--- config.mk ---
export PLATFORM = sky130hd
export DESIGN_NAME = extended_shift_subtract_alu
export DESIGN_NICKNAME = d
export VERILOG_FILES = /design/src/alu_ext_pkg.sv /design/src/width_mask.sv /design/src/right_shifter.sv /design/src/extended_shift_subtract_alu.sv
export SDC_FILE = /design/constraint.sdc
export NUM_CORES = 1
export LEC_CHECK = 0
export BUFFER_PORTS_ARGS = -buffer_cell sky130_fd_sc_hd__buf_2
export CAP_MARGIN = 20
export CORE_MARGIN = 3
export CORE_UTILIZATION = 45
export DETAILED_ROUTE_END_ITERATION = 6
export PLACE_DENSITY = 0.75
export SYNTH_ARGS = -nofsm -noshare
export SYNTH_HDL_FRONTEND = slang
export SYNTH_SLANG_ARGS = --single-unit
--- constraint.sdc ---
create_clock -name core_clk -period 3.65 [get_ports core_clk]
set_input_delay 0.365 -clock core_clk [delete_from_list [all_inputs] [get_ports core_clk]]
set_output_delay 0.365 -clock core_clk [all_outputs]
set_load 0.02 [all_outputs]
--- src/alu_ext_pkg.sv ---
// Constants and enumerations shared by the extended shift/subtract datapath
package alu_ext_pkg;
   localparam int ADDR_W   = 20;
   localparam int WORD_MSB = 15;
   localparam int BYTE_MSB = 7;
   localparam int ADDR_MSB = 19;
   localparam int CNT_W    = 3;
   localparam logic [2:0] CNT_MIN = 3'h1;
   localparam logic [2:0] CNT_MAX = 3'h4;
   localparam logic [19:0] ONES_A = 20'hFFFFF;
   localparam logic [19:0] ONES_W = 20'h0FFFF;
   localparam logic [19:0] ONES_B = 20'h000FF;
   localparam logic [19:0] ZERO20 = 20'h00000;
   localparam logic [3:0]  ZERO4  = 4'h0;
   localparam logic [2:0]  BE_A   = 3'h7;
   localparam logic [2:0]  BE_W   = 3'h3;
   localparam logic [2:0]  BE_B   = 3'h1;

   // Operand width suffix
   typedef enum logic [1:0] {
      WID_BYTE = 2'h0,
      WID_WORD = 2'h1,
      WID_ADDR = 2'h2
   } width_t;

   // Operation select
   typedef enum logic [2:0] {
      OP_ROTATE_RIGHT_CARRY_EXT      = 3'h0,
      OP_SHIFT_RIGHT_UNSIGNED_EXT    = 3'h1,
      OP_SHIFT_RIGHT_UNSIGNED_MULTI  = 3'h2,
      OP_SUBTRACT_BORROW_EXT         = 3'h3,
      OP_SUBTRACT_EXT                = 3'h4,
      OP_SUBTRACT_WITH_CARRY_EXT     = 3'h5
   } op_t;

   // Sequencer states, one-hot
   typedef enum logic [1:0] {
      ST_IDLE = 2'b01,
      ST_DONE = 2'b10
   } state_t;
endpackage

--- src/width_mask.sv ---
// Width mask, sign bit pick and byte-lane enables for the active operand width
`timescale 1ns/1ps
module width_mask (
   input  wire alu_ext_pkg::width_t width,
   input  wire logic [19:0]         value,
   output logic [19:0]              mask,
   output logic                     signBit,
   output logic [2:0]               laneEn
);
   // Select mask, sign position and written byte lanes
   always_comb begin
      case (width)
         alu_ext_pkg::WID_BYTE: begin
            mask    = alu_ext_pkg::ONES_B;
            signBit = value[alu_ext_pkg::BYTE_MSB];
            laneEn  = alu_ext_pkg::BE_B;
         end
         alu_ext_pkg::WID_WORD: begin
            mask    = alu_ext_pkg::ONES_W;
            signBit = value[alu_ext_pkg::WORD_MSB];
            laneEn  = alu_ext_pkg::BE_W;
         end
         default: begin
            mask    = alu_ext_pkg::ONES_A;
            signBit = value[alu_ext_pkg::ADDR_MSB];
            laneEn  = alu_ext_pkg::BE_A;
         end
      endcase
   end
endmodule // width_mask

--- src/right_shifter.sv ---
// Right shift by a count of one to four with a selectable fill bit at the top
`timescale 1ns/1ps
module right_shifter (
   input  wire alu_ext_pkg::width_t width,
   input  wire logic [19:0]         operand,
   input  wire logic [2:0]          count,
   input  wire logic                fillBit,
   output logic [19:0]              result,
   output logic                     carryOut
);
   logic [19:0] cur;
   logic [2:0]  idx;
   // One position per step; the fill enters the active sign position
   always_comb begin
      cur      = operand;
      carryOut = 1'b0;
      idx      = 3'h0;
      for (int i = 0; i < 4; i++) begin
         idx = 3'(i + 1);
         if (idx <= count) begin
            carryOut = cur[0];
            cur      = {1'b0, cur[19:1]};
            case (width)
               alu_ext_pkg::WID_BYTE: cur[alu_ext_pkg::BYTE_MSB] = fillBit;
               alu_ext_pkg::WID_WORD: cur[alu_ext_pkg::WORD_MSB] = fillBit;
               default:               cur[alu_ext_pkg::ADDR_MSB] = fillBit;
            endcase
         end
      end
      result = cur;
   end
endmodule // right_shifter

--- src/extended_shift_subtract_alu.sv ---
// Extended rotate, unsigned shift and subtract datapath with flag generation
`timescale 1ns/1ps
module extended_shift_subtract_alu (
   input  wire logic                core_clk,
   input  wire logic                rst_b,
   input  wire logic                start,
   input  wire alu_ext_pkg::op_t    opSel,
   input  wire alu_ext_pkg::width_t width,
   input  wire logic                dstIsReg,
   input  wire logic                dstIsImm,
   input  wire logic                extWordSeen,
   input  wire logic [2:0]          shiftCount,
   input  wire logic [19:0]         srcOperand,
   input  wire logic [19:0]         dstOperand,
   input  wire logic                carryIn,
   input  wire logic                oscillator_off_bit,
   input  wire logic                core_off_bit,
   input  wire logic                global_interrupt_enable,
   output logic                     done_ff,
   output logic                     illegal_ff,
   output logic [19:0]              result_ff,
   output logic                     regWrite_ff,
   output logic                     memWrite_ff,
   output logic [2:0]               memByteEn_ff,
   output logic                     flagN_ff,
   output logic                     flagZ_ff,
   output logic                     flagC_ff,
   output logic                     flagV_ff,
   output logic                     modeOscOff_ff,
   output logic                     modeCoreOff_ff,
   output logic                     modeGie_ff
);

   alu_ext_pkg::state_t state_ff;
   alu_ext_pkg::state_t nxt_state;

   logic [19:0] widthMask;
   logic        dstSign;
   logic        srcSign;
   logic        resSign;
   logic [2:0]  laneEn;
   logic [19:0] dstM;
   logic [19:0] srcM;
   logic [19:0] shRes;
   logic        shCarry;
   logic [2:0]  shCount;
   logic        shFill;
   logic [19:0] addB;
   logic        addCin;
   logic [20:0] sum;
   logic [19:0] sumM;
   logic        sumCarry;
   logic        isShift;
   logic        opLegal;
   logic [19:0] nxt_result;
   logic        nxt_c;
   logic        nxt_v;
   logic        nxt_n;
   logic        nxt_z;

   // Width decode for destination, source and result
   width_mask uDstMask (
      .width   (width),
      .value   (dstOperand),
      .mask    (widthMask),
      .signBit (dstSign),
      .laneEn  (laneEn)
   );

   width_mask uSrcMask (
      .width   (width),
      .value   (srcOperand),
      .mask    (),
      .signBit (srcSign),
      .laneEn  ()
   );

   width_mask uResMask (
      .width   (width),
      .value   (nxt_result),
      .mask    (),
      .signBit (resSign),
      .laneEn  ()
   );

   // Operands cut to the active width; the source is only ever read
   assign dstM = dstOperand & widthMask;
   assign srcM = srcOperand & widthMask;

   // Shift count and fill: single ops shift one, multi shifts n
   always_comb begin
      shCount = 3'h1;
      shFill  = 1'b0;
      case (opSel)
         alu_ext_pkg::OP_ROTATE_RIGHT_CARRY_EXT: begin
            shFill = carryIn;
         end
         alu_ext_pkg::OP_SHIFT_RIGHT_UNSIGNED_MULTI: begin
            shCount = shiftCount;
         end
         default: begin
            shFill = 1'b0;
         end
      endcase
   end

   right_shifter uShift (
      .width    (width),
      .operand  (dstM),
      .count    (shCount),
      .fillBit  (shFill),
      .result   (shRes),
      .carryOut (shCarry)
   );

   // Adder operand: all-ones for borrow, inverted source for subtracts
   always_comb begin
      case (opSel)
         alu_ext_pkg::OP_SUBTRACT_BORROW_EXT: begin
            addB   = widthMask;
            addCin = carryIn;
         end
         alu_ext_pkg::OP_SUBTRACT_WITH_CARRY_EXT: begin
            addB   = ~srcM & widthMask;
            addCin = carryIn;
         end
         default: begin
            addB   = ~srcM & widthMask;
            addCin = 1'b1;
         end
      endcase
   end

   // Active-width add with one spare bit to catch the carry
   assign sum  = {1'b0, dstM} + {1'b0, addB} + {20'h00000, addCin};
   assign sumM = sum[19:0] & widthMask;

   // Carry out of the active-width MSB
   always_comb begin
      case (width)
         alu_ext_pkg::WID_BYTE: sumCarry = sum[alu_ext_pkg::BYTE_MSB + 1];
         alu_ext_pkg::WID_WORD: sumCarry = sum[alu_ext_pkg::WORD_MSB + 1];
         default:               sumCarry = sum[alu_ext_pkg::ADDR_MSB + 1];
      endcase
   end

   // Rotates and shifts take their result from the shifter
   assign isShift = (opSel == alu_ext_pkg::OP_ROTATE_RIGHT_CARRY_EXT) ||
                    (opSel == alu_ext_pkg::OP_SHIFT_RIGHT_UNSIGNED_EXT) ||
                    (opSel == alu_ext_pkg::OP_SHIFT_RIGHT_UNSIGNED_MULTI);

   // Legality of addressing mode, width, count and encoding
   always_comb begin
      case (opSel)
         alu_ext_pkg::OP_ROTATE_RIGHT_CARRY_EXT:
            opLegal = !dstIsImm;
         alu_ext_pkg::OP_SHIFT_RIGHT_UNSIGNED_EXT:
            opLegal = dstIsReg && !dstIsImm;
         alu_ext_pkg::OP_SHIFT_RIGHT_UNSIGNED_MULTI:
            opLegal = dstIsReg && !dstIsImm && !extWordSeen &&
                      (width != alu_ext_pkg::WID_BYTE) &&
                      (shiftCount >= alu_ext_pkg::CNT_MIN) &&
                      (shiftCount <= alu_ext_pkg::CNT_MAX);
         alu_ext_pkg::OP_SUBTRACT_BORROW_EXT,
         alu_ext_pkg::OP_SUBTRACT_EXT,
         alu_ext_pkg::OP_SUBTRACT_WITH_CARRY_EXT:
            opLegal = !dstIsImm;
         default:
            opLegal = 1'b0;
      endcase
   end

   // Result and flag values; narrow register results clear upper bits
   always_comb begin
      if (isShift) begin
         nxt_result = shRes & widthMask;
         nxt_c      = shCarry;
         nxt_v      = 1'b0;
      end else begin
         nxt_result = sumM;
         nxt_c      = sumCarry;
         if (opSel == alu_ext_pkg::OP_SUBTRACT_BORROW_EXT) begin
            // Adding all-ones plus carry can only wrap negative to positive
            nxt_v = dstSign && !resSign;
         end else begin
            nxt_v = (srcSign && !dstSign && resSign) ||
                    (!srcSign && dstSign && !resSign);
         end
      end
      nxt_n = resSign;
   end

   // Zero flag from the cut result; equal operands give zero
   assign nxt_z = (nxt_result == alu_ext_pkg::ZERO20);

   // Sequencer: one done cycle per start, accepted or refused
   always_comb begin
      case (state_ff)
         alu_ext_pkg::ST_IDLE: nxt_state = start ? alu_ext_pkg::ST_DONE : alu_ext_pkg::ST_IDLE;
         alu_ext_pkg::ST_DONE: nxt_state = start ? alu_ext_pkg::ST_DONE : alu_ext_pkg::ST_IDLE;
         default:              nxt_state = alu_ext_pkg::ST_IDLE;
      endcase
   end

   // State register
   always_ff @(posedge core_clk) begin
      if (!rst_b) begin
         state_ff <= alu_ext_pkg::ST_IDLE;
      end else begin
         state_ff <= nxt_state;
      end
   end

   // Completion pulse one cycle after every start, refusal pulse one cycle after each refused start
   always_ff @(posedge core_clk) begin
      if (!rst_b) begin
         done_ff    <= 1'b0;
         illegal_ff <= 1'b0;
      end else begin
         done_ff    <= start;
         illegal_ff <= start && !opLegal;
      end
   end

   // Write strobes; a refused request writes nothing
   always_ff @(posedge core_clk) begin
      if (!rst_b) begin
         regWrite_ff  <= 1'b0;
         memWrite_ff  <= 1'b0;
         memByteEn_ff <= 3'h0;
      end else begin
         regWrite_ff  <= start && opLegal && dstIsReg;
         memWrite_ff  <= start && opLegal && !dstIsReg;
         memByteEn_ff <= (start && opLegal && !dstIsReg) ? laneEn : 3'h0;
      end
   end

   // Result register; refused requests keep the old value
   always_ff @(posedge core_clk) begin
      if (!rst_b) begin
         result_ff <= alu_ext_pkg::ZERO20;
      end else if (start && opLegal) begin
         result_ff <= nxt_result;
      end
   end

   // Sign and zero flags, held across refused requests
   always_ff @(posedge core_clk) begin
      if (!rst_b) begin
         flagN_ff <= 1'b0;
         flagZ_ff <= 1'b0;
      end else if (start && opLegal) begin
         flagN_ff <= nxt_n;
         flagZ_ff <= nxt_z;
      end
   end

   // Carry and overflow flags, held across refused requests
   always_ff @(posedge core_clk) begin
      if (!rst_b) begin
         flagC_ff <= 1'b0;
         flagV_ff <= 1'b0;
      end else if (start && opLegal) begin
         flagC_ff <= nxt_c;
         flagV_ff <= nxt_v;
      end
   end

   // Mode bits pass through untouched by any operation
   always_ff @(posedge core_clk) begin
      if (!rst_b) begin
         modeOscOff_ff  <= 1'b0;
         modeCoreOff_ff <= 1'b0;
         modeGie_ff     <= 1'b0;
      end else begin
         modeOscOff_ff  <= oscillator_off_bit;
         modeCoreOff_ff <= core_off_bit;
         modeGie_ff     <= global_interrupt_enable;
      end
   end
endmodule // extended_shift_subtract_alu

==> impl_metrics.toml, run 1 <==
[place]
hpwl_um = 11000
gp_congestion = 1.01
place_area_um2 = 4630
dpl.cell_count = 736
io_buffers = 91

[synthesis]
synthSimpleGateAreaFrac_pct = 30.5
yosys_warnings = 0
synth_edf_count = 0
yosys-top-cells-count = "nand2_1, a21oi_1, o21ai_0, nor2_1, dfxtp_1"
ys.flop_type = "dfxtp_1"
synthAdderAreaFrac_pct = 7.32
synth-seq-cells = 34
synth_top_area_cell = "dfxtp_1"
avgSynthCellArea_um2 = 7.28
synth_xor_area_share_pct = 2.08
synthesis.instances = 521
synth_area_um2 = 3790
synth_cell_types = 81
synth_top_family_by_area = "compound AO/OA/AOI/OAI gates"
synthMostInstantiatedCell = "nand2_1"
synth.top_cell.area_share_pct = 17.9
synth_seq_area_share_pct = 17.9
synth_fp_nets = 600
postSynth.asyncResetShare_pct = 0
netlist_top_cells_area = "dfxtp_1, nand2_1, ha_1, a21oi_1, o21ai_0"
synth_mux_area_share_pct = 3.27
synth_compound_area_share_pct = 33.3

[sta]
worst_pin_slew_ns = 0.750
hold_viol = 0
finClkSkew_ns = 0
hold_ws_ns = 0.293
relSlewSlack_pct = 50.0
period_share_pct = 95.0
drv_slew = 0
fmax_mhz = 288
finalSetupViolations = 0
fin_crit_ns = 3.47
fin_tns_setup_ns = 0

[pwr]
power.density_nw_per_um2 = 281
irDropWorstVdd_v = 0.000126
power_leakage_nw = 2.15

[final_layout]
final_nets = 720
multiInputGateArea_um2 = 2920
fin_area_um2 = 4730
regArea_um2 = 681
drive_gt1_share_pct = 28.0
fillers = 784
layout.cells.non_filler = 744
area_growth_pct = 24.8
antennaDiodeCount = 0
utilization_pct = 59.4

[critical_path]
critPathMaxFanout = 4
cp.required_ns = 3.87
crit_type = "input pin to flip-flop"
startpoint_type = "input pin"
r2r_slack_ns = 2.93
crit_arrival_ns = 3.68
worstSetupEndpointType = "flip-flop"

[clock_network]
cts_root_buf = "clkbuf_8"
clock_path_buffers = 2
cts_made_buffers = 5
worst_skew_pair.late_latency_ns = 0.28
post_cts_buffers = 0
clkTransAtPathRegs_ns = 0.06
cts_tree = "built"
cts.sinks = 34
cts_hold_buf = 0
htree_levels = 2

[routing]
dr.pass1.iters = 5
vias = 4561
drt_drc_violations_left = 0
first_iter_violations = 474
wl_per_cell_um = 18.4
ant_nets = 0
vias_per_cell = 6.13
drt_wl_total_um = 13700

[grt]
antenna_found_initial = 0
grt_util_met2_pct = 43.9
grt_usage_pct = 27.6
grtUsageMet1_pct = 38.6
top_usage_layer = "met2"
grt_pass1_vias = 4255
grt_use_met3_pct = 2.43
grt_max_degree = 35
grt_overflow = 0
grt_first_pass_wirelength_um = 21800

[die]
start_util_pct = 47.6
ioPinCount = 92
rows = 32
die_h_um = 97.8
dieWidth_um = 97.8
dieArea_um2 = 9570
core_um2 = 7970

[run]
timing.max_cap.violations = 0

[run_status]
status = "complete, no violations"

[worst_hold_path]
hold_path.class = "input pin to flip-flop"
[cell type report]
type	count	share of cell area [%]
Multi-Input combinational cell	441	61.7
Inverter	14	1.11
Clock buffer	7	1.82
Clock inverter	1	0.106
Timing Repair Buffer	145	18.2
Sequential cell	34	14.4
Tap cell	102	2.70
[power breakdown]
group,internal (mW),total (mW),switching (mW)
clock network,0.152,0.278,0.126
logic,0.274,0.657,0.383
registers,0.388,0.395,0.00729
[cells in the final DEF (no fill, tap or decap), types with 3 or more instances in the layout]
master,instances
or3_1,5
nand3_1,19
dfxtp_1,34
a21boi_0,4
a2bb2oi_1,3
nor3b_1,4
mux2_2,3
nand2b_1,5
nor2_1,35
and2_1,25
clkbuf_8,6
ha_1,19
o221ai_1,6
buf_2,91
o211a_1,3
a31oi_1,3
nand2_1,65
a221o_1,4
o21ai_0,38
o211ai_1,4
buf_4,54
nor3_1,15
xnor2_1,7
inv_1,14
a21o_1,7
o31ai_1,4
a21oi_1,45
o21ai_1,3
o21a_1,3
nand4_1,5
nor2b_1,6
a211oi_1,7
o31a_1,4
mux2i_1,9
and3_1,5
nor4_1,6
nor2_4,3
a221oi_1,3
o22ai_1,5
[critical path, cell delays in order]
cell and delay (ns):
buf_2 0.13, xnor2_1 0.13, nor3b_2 0.20, fa_1 0.22, inv_1 0.05, fa_1 0.41, a211oi_2 0.25, o21bai_1 0.14
o22ai_2 0.27, o21ai_0 0.18, o21ai_0 0.28, mux2_2 0.38, a211o_1 0.32, a21oi_1 0.16, a21oi_1 0.08, nor2_1 0.11
[worst paths after layout]
kind / from / endpoint / cells after the start
setup / recovery: opSel[1] / flagC_ff / 16
hold / removal: oscillator_off_bit / modeOscOff_ff / 2
setup reg to reg: result_ff[3] / result_ff[3] / 3
hold reg to reg: flagZ_ff / flagZ_ff / 2
[state kept, by name (all words and copies together) (netlist names)]
register        cells
result_ff          20
memByteEn_ff        3
done_ff             1
flagC_ff            1
flagN_ff            1
flagV_ff            1
flagZ_ff            1
illegal_ff          1
memWrite_ff         1
modeCoreOff_ff      1
modeGie_ff          1
modeOscOff_ff       1
regWrite_ff         1
[metal layers]
layer / wire [um] / share of wire (%) / vias to the layer above
li1: - / - / 2190
met1: 5990 / 44 / 2072
met2: 6090 / 44 / 263
met3: 1180 / 8.6 / 36
met4: 448 / 3.3 / 0
met5: 0 / 0 / -
[timing repair]
item / CTS / global route
setup endpoints to repair: 0 / 2
endpoints found under the hold margin: 0 / 0
gates resized for setup: 0 / 4
[cells by family after synthesis]
| family | Yosys count |
|---|---|
| buffers and inverters | 46 |
| AO/OA/AOI/OAI | 181 |
| flip-flops | 34 |
| adder cells (fa/ha/maj) | 21 |
| multiplexers | 12 |
| XOR/XNOR | 9 |
| AND/OR/NAND/NOR | 218 |
[per-stage QoR]
stage / power, mW / setup slack, ns
finish: 1.33 / 0.182
global route: 1.41 / -0.00156
CTS: 1.33 / 0.0628
detailed placement: 1.05 / -0.217
global placement: 1.04 / -0.0163
floorplan: 0.811 / 0.0123
No activity file was read; power rests on OpenSTA's default activity.
==> inputs of run 2 (changes only) <==
--- a/config.mk
+++ b/config.mk
@@ -10,7 +10,7 @@
 export CORE_MARGIN = 3
 export CORE_UTILIZATION = 45
 export DETAILED_ROUTE_END_ITERATION = 6
-export PLACE_DENSITY = 0.75
+export PLACE_DENSITY = 0.72
 export SYNTH_ARGS = -nofsm -noshare
 export SYNTH_HDL_FRONTEND = slang
 export SYNTH_SLANG_ARGS = --single-unit
==> run 2 against run 1 <==
Effect of this change: global-route usage increased by 0.76 points; via count increased by 2.8%; routed wire length increased by 3.5%; flip-flop and latch count unchanged; fmax decreased by 1.4%; final area increased by 1.3%; setup slack got worse by 0.049 ns; critical path depth unchanged; clock power decreased by 8.3%.
==> impl_metrics.toml, run 2 (synthesized netlist as in run 1, its figures left out) <==
[grt]
antenna_found_initial = 0
top_usage_layer = "met2"
grt_overflow = 0
grt_pass1_vias = 4473
grt_max_degree = 29
grt_use_met3_pct = 5.21
grt_usage_pct = 28.4
grt_util_met2_pct = 45.7
grt_first_pass_wirelength_um = 22400
grtUsageMet1_pct = 37.9

[place]
gp_congestion = 1.03
hpwl_um = 11300
place_ws_ns = -0.153
dpl.cell_count = 734
io_buffers = 91

[die]
dieArea_um2 = 9570
core_um2 = 7970
rows = 32
ioPinCount = 92
die_h_um = 97.8
dieWidth_um = 97.8
start_util_pct = 47.6

[final_layout]
multiInputGateArea_um2 = 2960
largest_registers = "result_ff: 20 flops, memByteEn_ff: 3 flops"
top_register = "result_ff"
drive_gt1_share_pct = 29.5
layout.cells.non_filler = 746
final_cell_mix = "buf_2, nand2_1, buf_4"
layout_commonest_cell = "buf_2"
regArea_um2 = 681
area_growth_pct = 26.4
final_nets = 723
antennaDiodeCount = 0
largest_reg_flops = 20
fillers = 783

[pwr]
power_mw = 1.33
power.density_nw_per_um2 = 277
irDropWorstVdd_v = 0.000118
power_leakage_nw = 2.17

[routing]
vias = 4687
first_iter_violations = 552
vias_per_cell = 6.28
dr.pass1.iters = 7
wl_per_cell_um = 19.0
ant_nets = 0
drt_drc_violations_left = 0
drt_wl_total_um = 14200

[clock_network]
cts_tree = "built"
worst_skew_pair.late_latency_ns = 0.28
cts_hold_buf = 0
cts.sinks = 34
htree_levels = 2
cts_made_buffers = 5
cts_root_buf = "clkbuf_8"
clock_path_buffers = 2
clkTransAtPathRegs_ns = 0.07

[sta]
finClkSkew_ns = 0
hold_viol = 0
setup_slack_ns = 0.133
fmax_mhz = 284
relSlewSlack_pct = 47.1
drv_slew = 0
fin_tns_setup_ns = 0
period_share_pct = 96.4
fin_crit_ns = 3.52
finalSetupViolations = 0
worst_pin_slew_ns = 0.787

[critical_path]
cp_top_family = "compound AO/OA/AOI/OAI gates"
crit_chain = "buf_2 -> xnor2_1 -> nor3b_1 -> fa_1 -> inv_1 -> fa_2 -> a211oi_2 -> o21bai_1 -> o22ai_2 -> o21ai_2 -> a2111o_1 -> o211ai_1 -> o311ai_1 -> a2111oi_1 -> nand4_1 -> nand2_1"
worstSetupEndpointType = "flip-flop"
startpoint_type = "input pin"
cp_num_buf_inv = 2
crit_arrival_ns = 3.74
crit_type = "input pin to flip-flop"
critPathMaxFanout = 5
cp.required_ns = 3.87
cpMaxStageDelayCell = "a2111o_1"
slowest_delay_ns = 0.42

[worst_hold_path]
hold_path.class = "input pin to flip-flop"

[run]
timing.max_cap.violations = 0

[run_status]
status = "complete, no violations"
==> run 2: timing repair <==
action	in CTS	in global routing
gates resized for setup	0	18
buffers inserted	0	5
setup endpoints to repair	0	4
==> run 2: per-stage QoR <==
stage               cell area, um^2  hold slack, ns  utilization [%]
CTS                            4710           0.288             59.1
floorplan                      3800           0.437                -
global route                   4790           0.305             60.2
finish                         4790           0.291             60.2
global placement               4630           0.448             58.1
detailed placement             4630           0.452             58.1
==> run 2: area by class of cell <==
| type | instances | share of cell area, % |
|---|---|---|
| clock inverter | 2 | 0.209 |
| clock buffer | 5 | 1.44 |
| sequential | 34 | 14.2 |
| multi-input combinational | 441 | 61.6 |
| timing repair buffer | 148 | 18.8 |
| tap | 102 | 2.66 |
| inverter | 14 | 1.10 |
==> run 2: metal layers <==
metal	vias up	part of all wire, %	wire (um)
met5	-	0	0
met2	278	44	6260
met1	2169	42	5960
met4	0	3.4	478
li1	2196	-	-
met3	44	10	1480
==> run 2: worst register-to-register path: cells and delay by family (launching register included) <==
family / cells / cell delay, ns
simple gates: 2 / 0.25
flops: 1 / 0.31
compound gates: 1 / 0.10
==> run 2: worst paths after layout <==
kind	start	endpoint	slack, ns	cells past startpoint
worst min-delay path	global_interrupt_enable	modeGie_ff	0.29	2
worst min register to register	result_ff[15]	result_ff[15]	0.46	2
worst max-delay path	opSel[2]	flagZ_ff	0.13	16
worst max register to register	result_ff[3]	result_ff[3]	2.88	3
==> run 2: power by group <==
part	switching [mW]	leakage [nW]	internal (mW)
clock	0.127	0.0438	0.128
combinational	0.394	1.85	0.284
sequential	0.00724	0.277	0.388
total	0.529	2.17	0.800
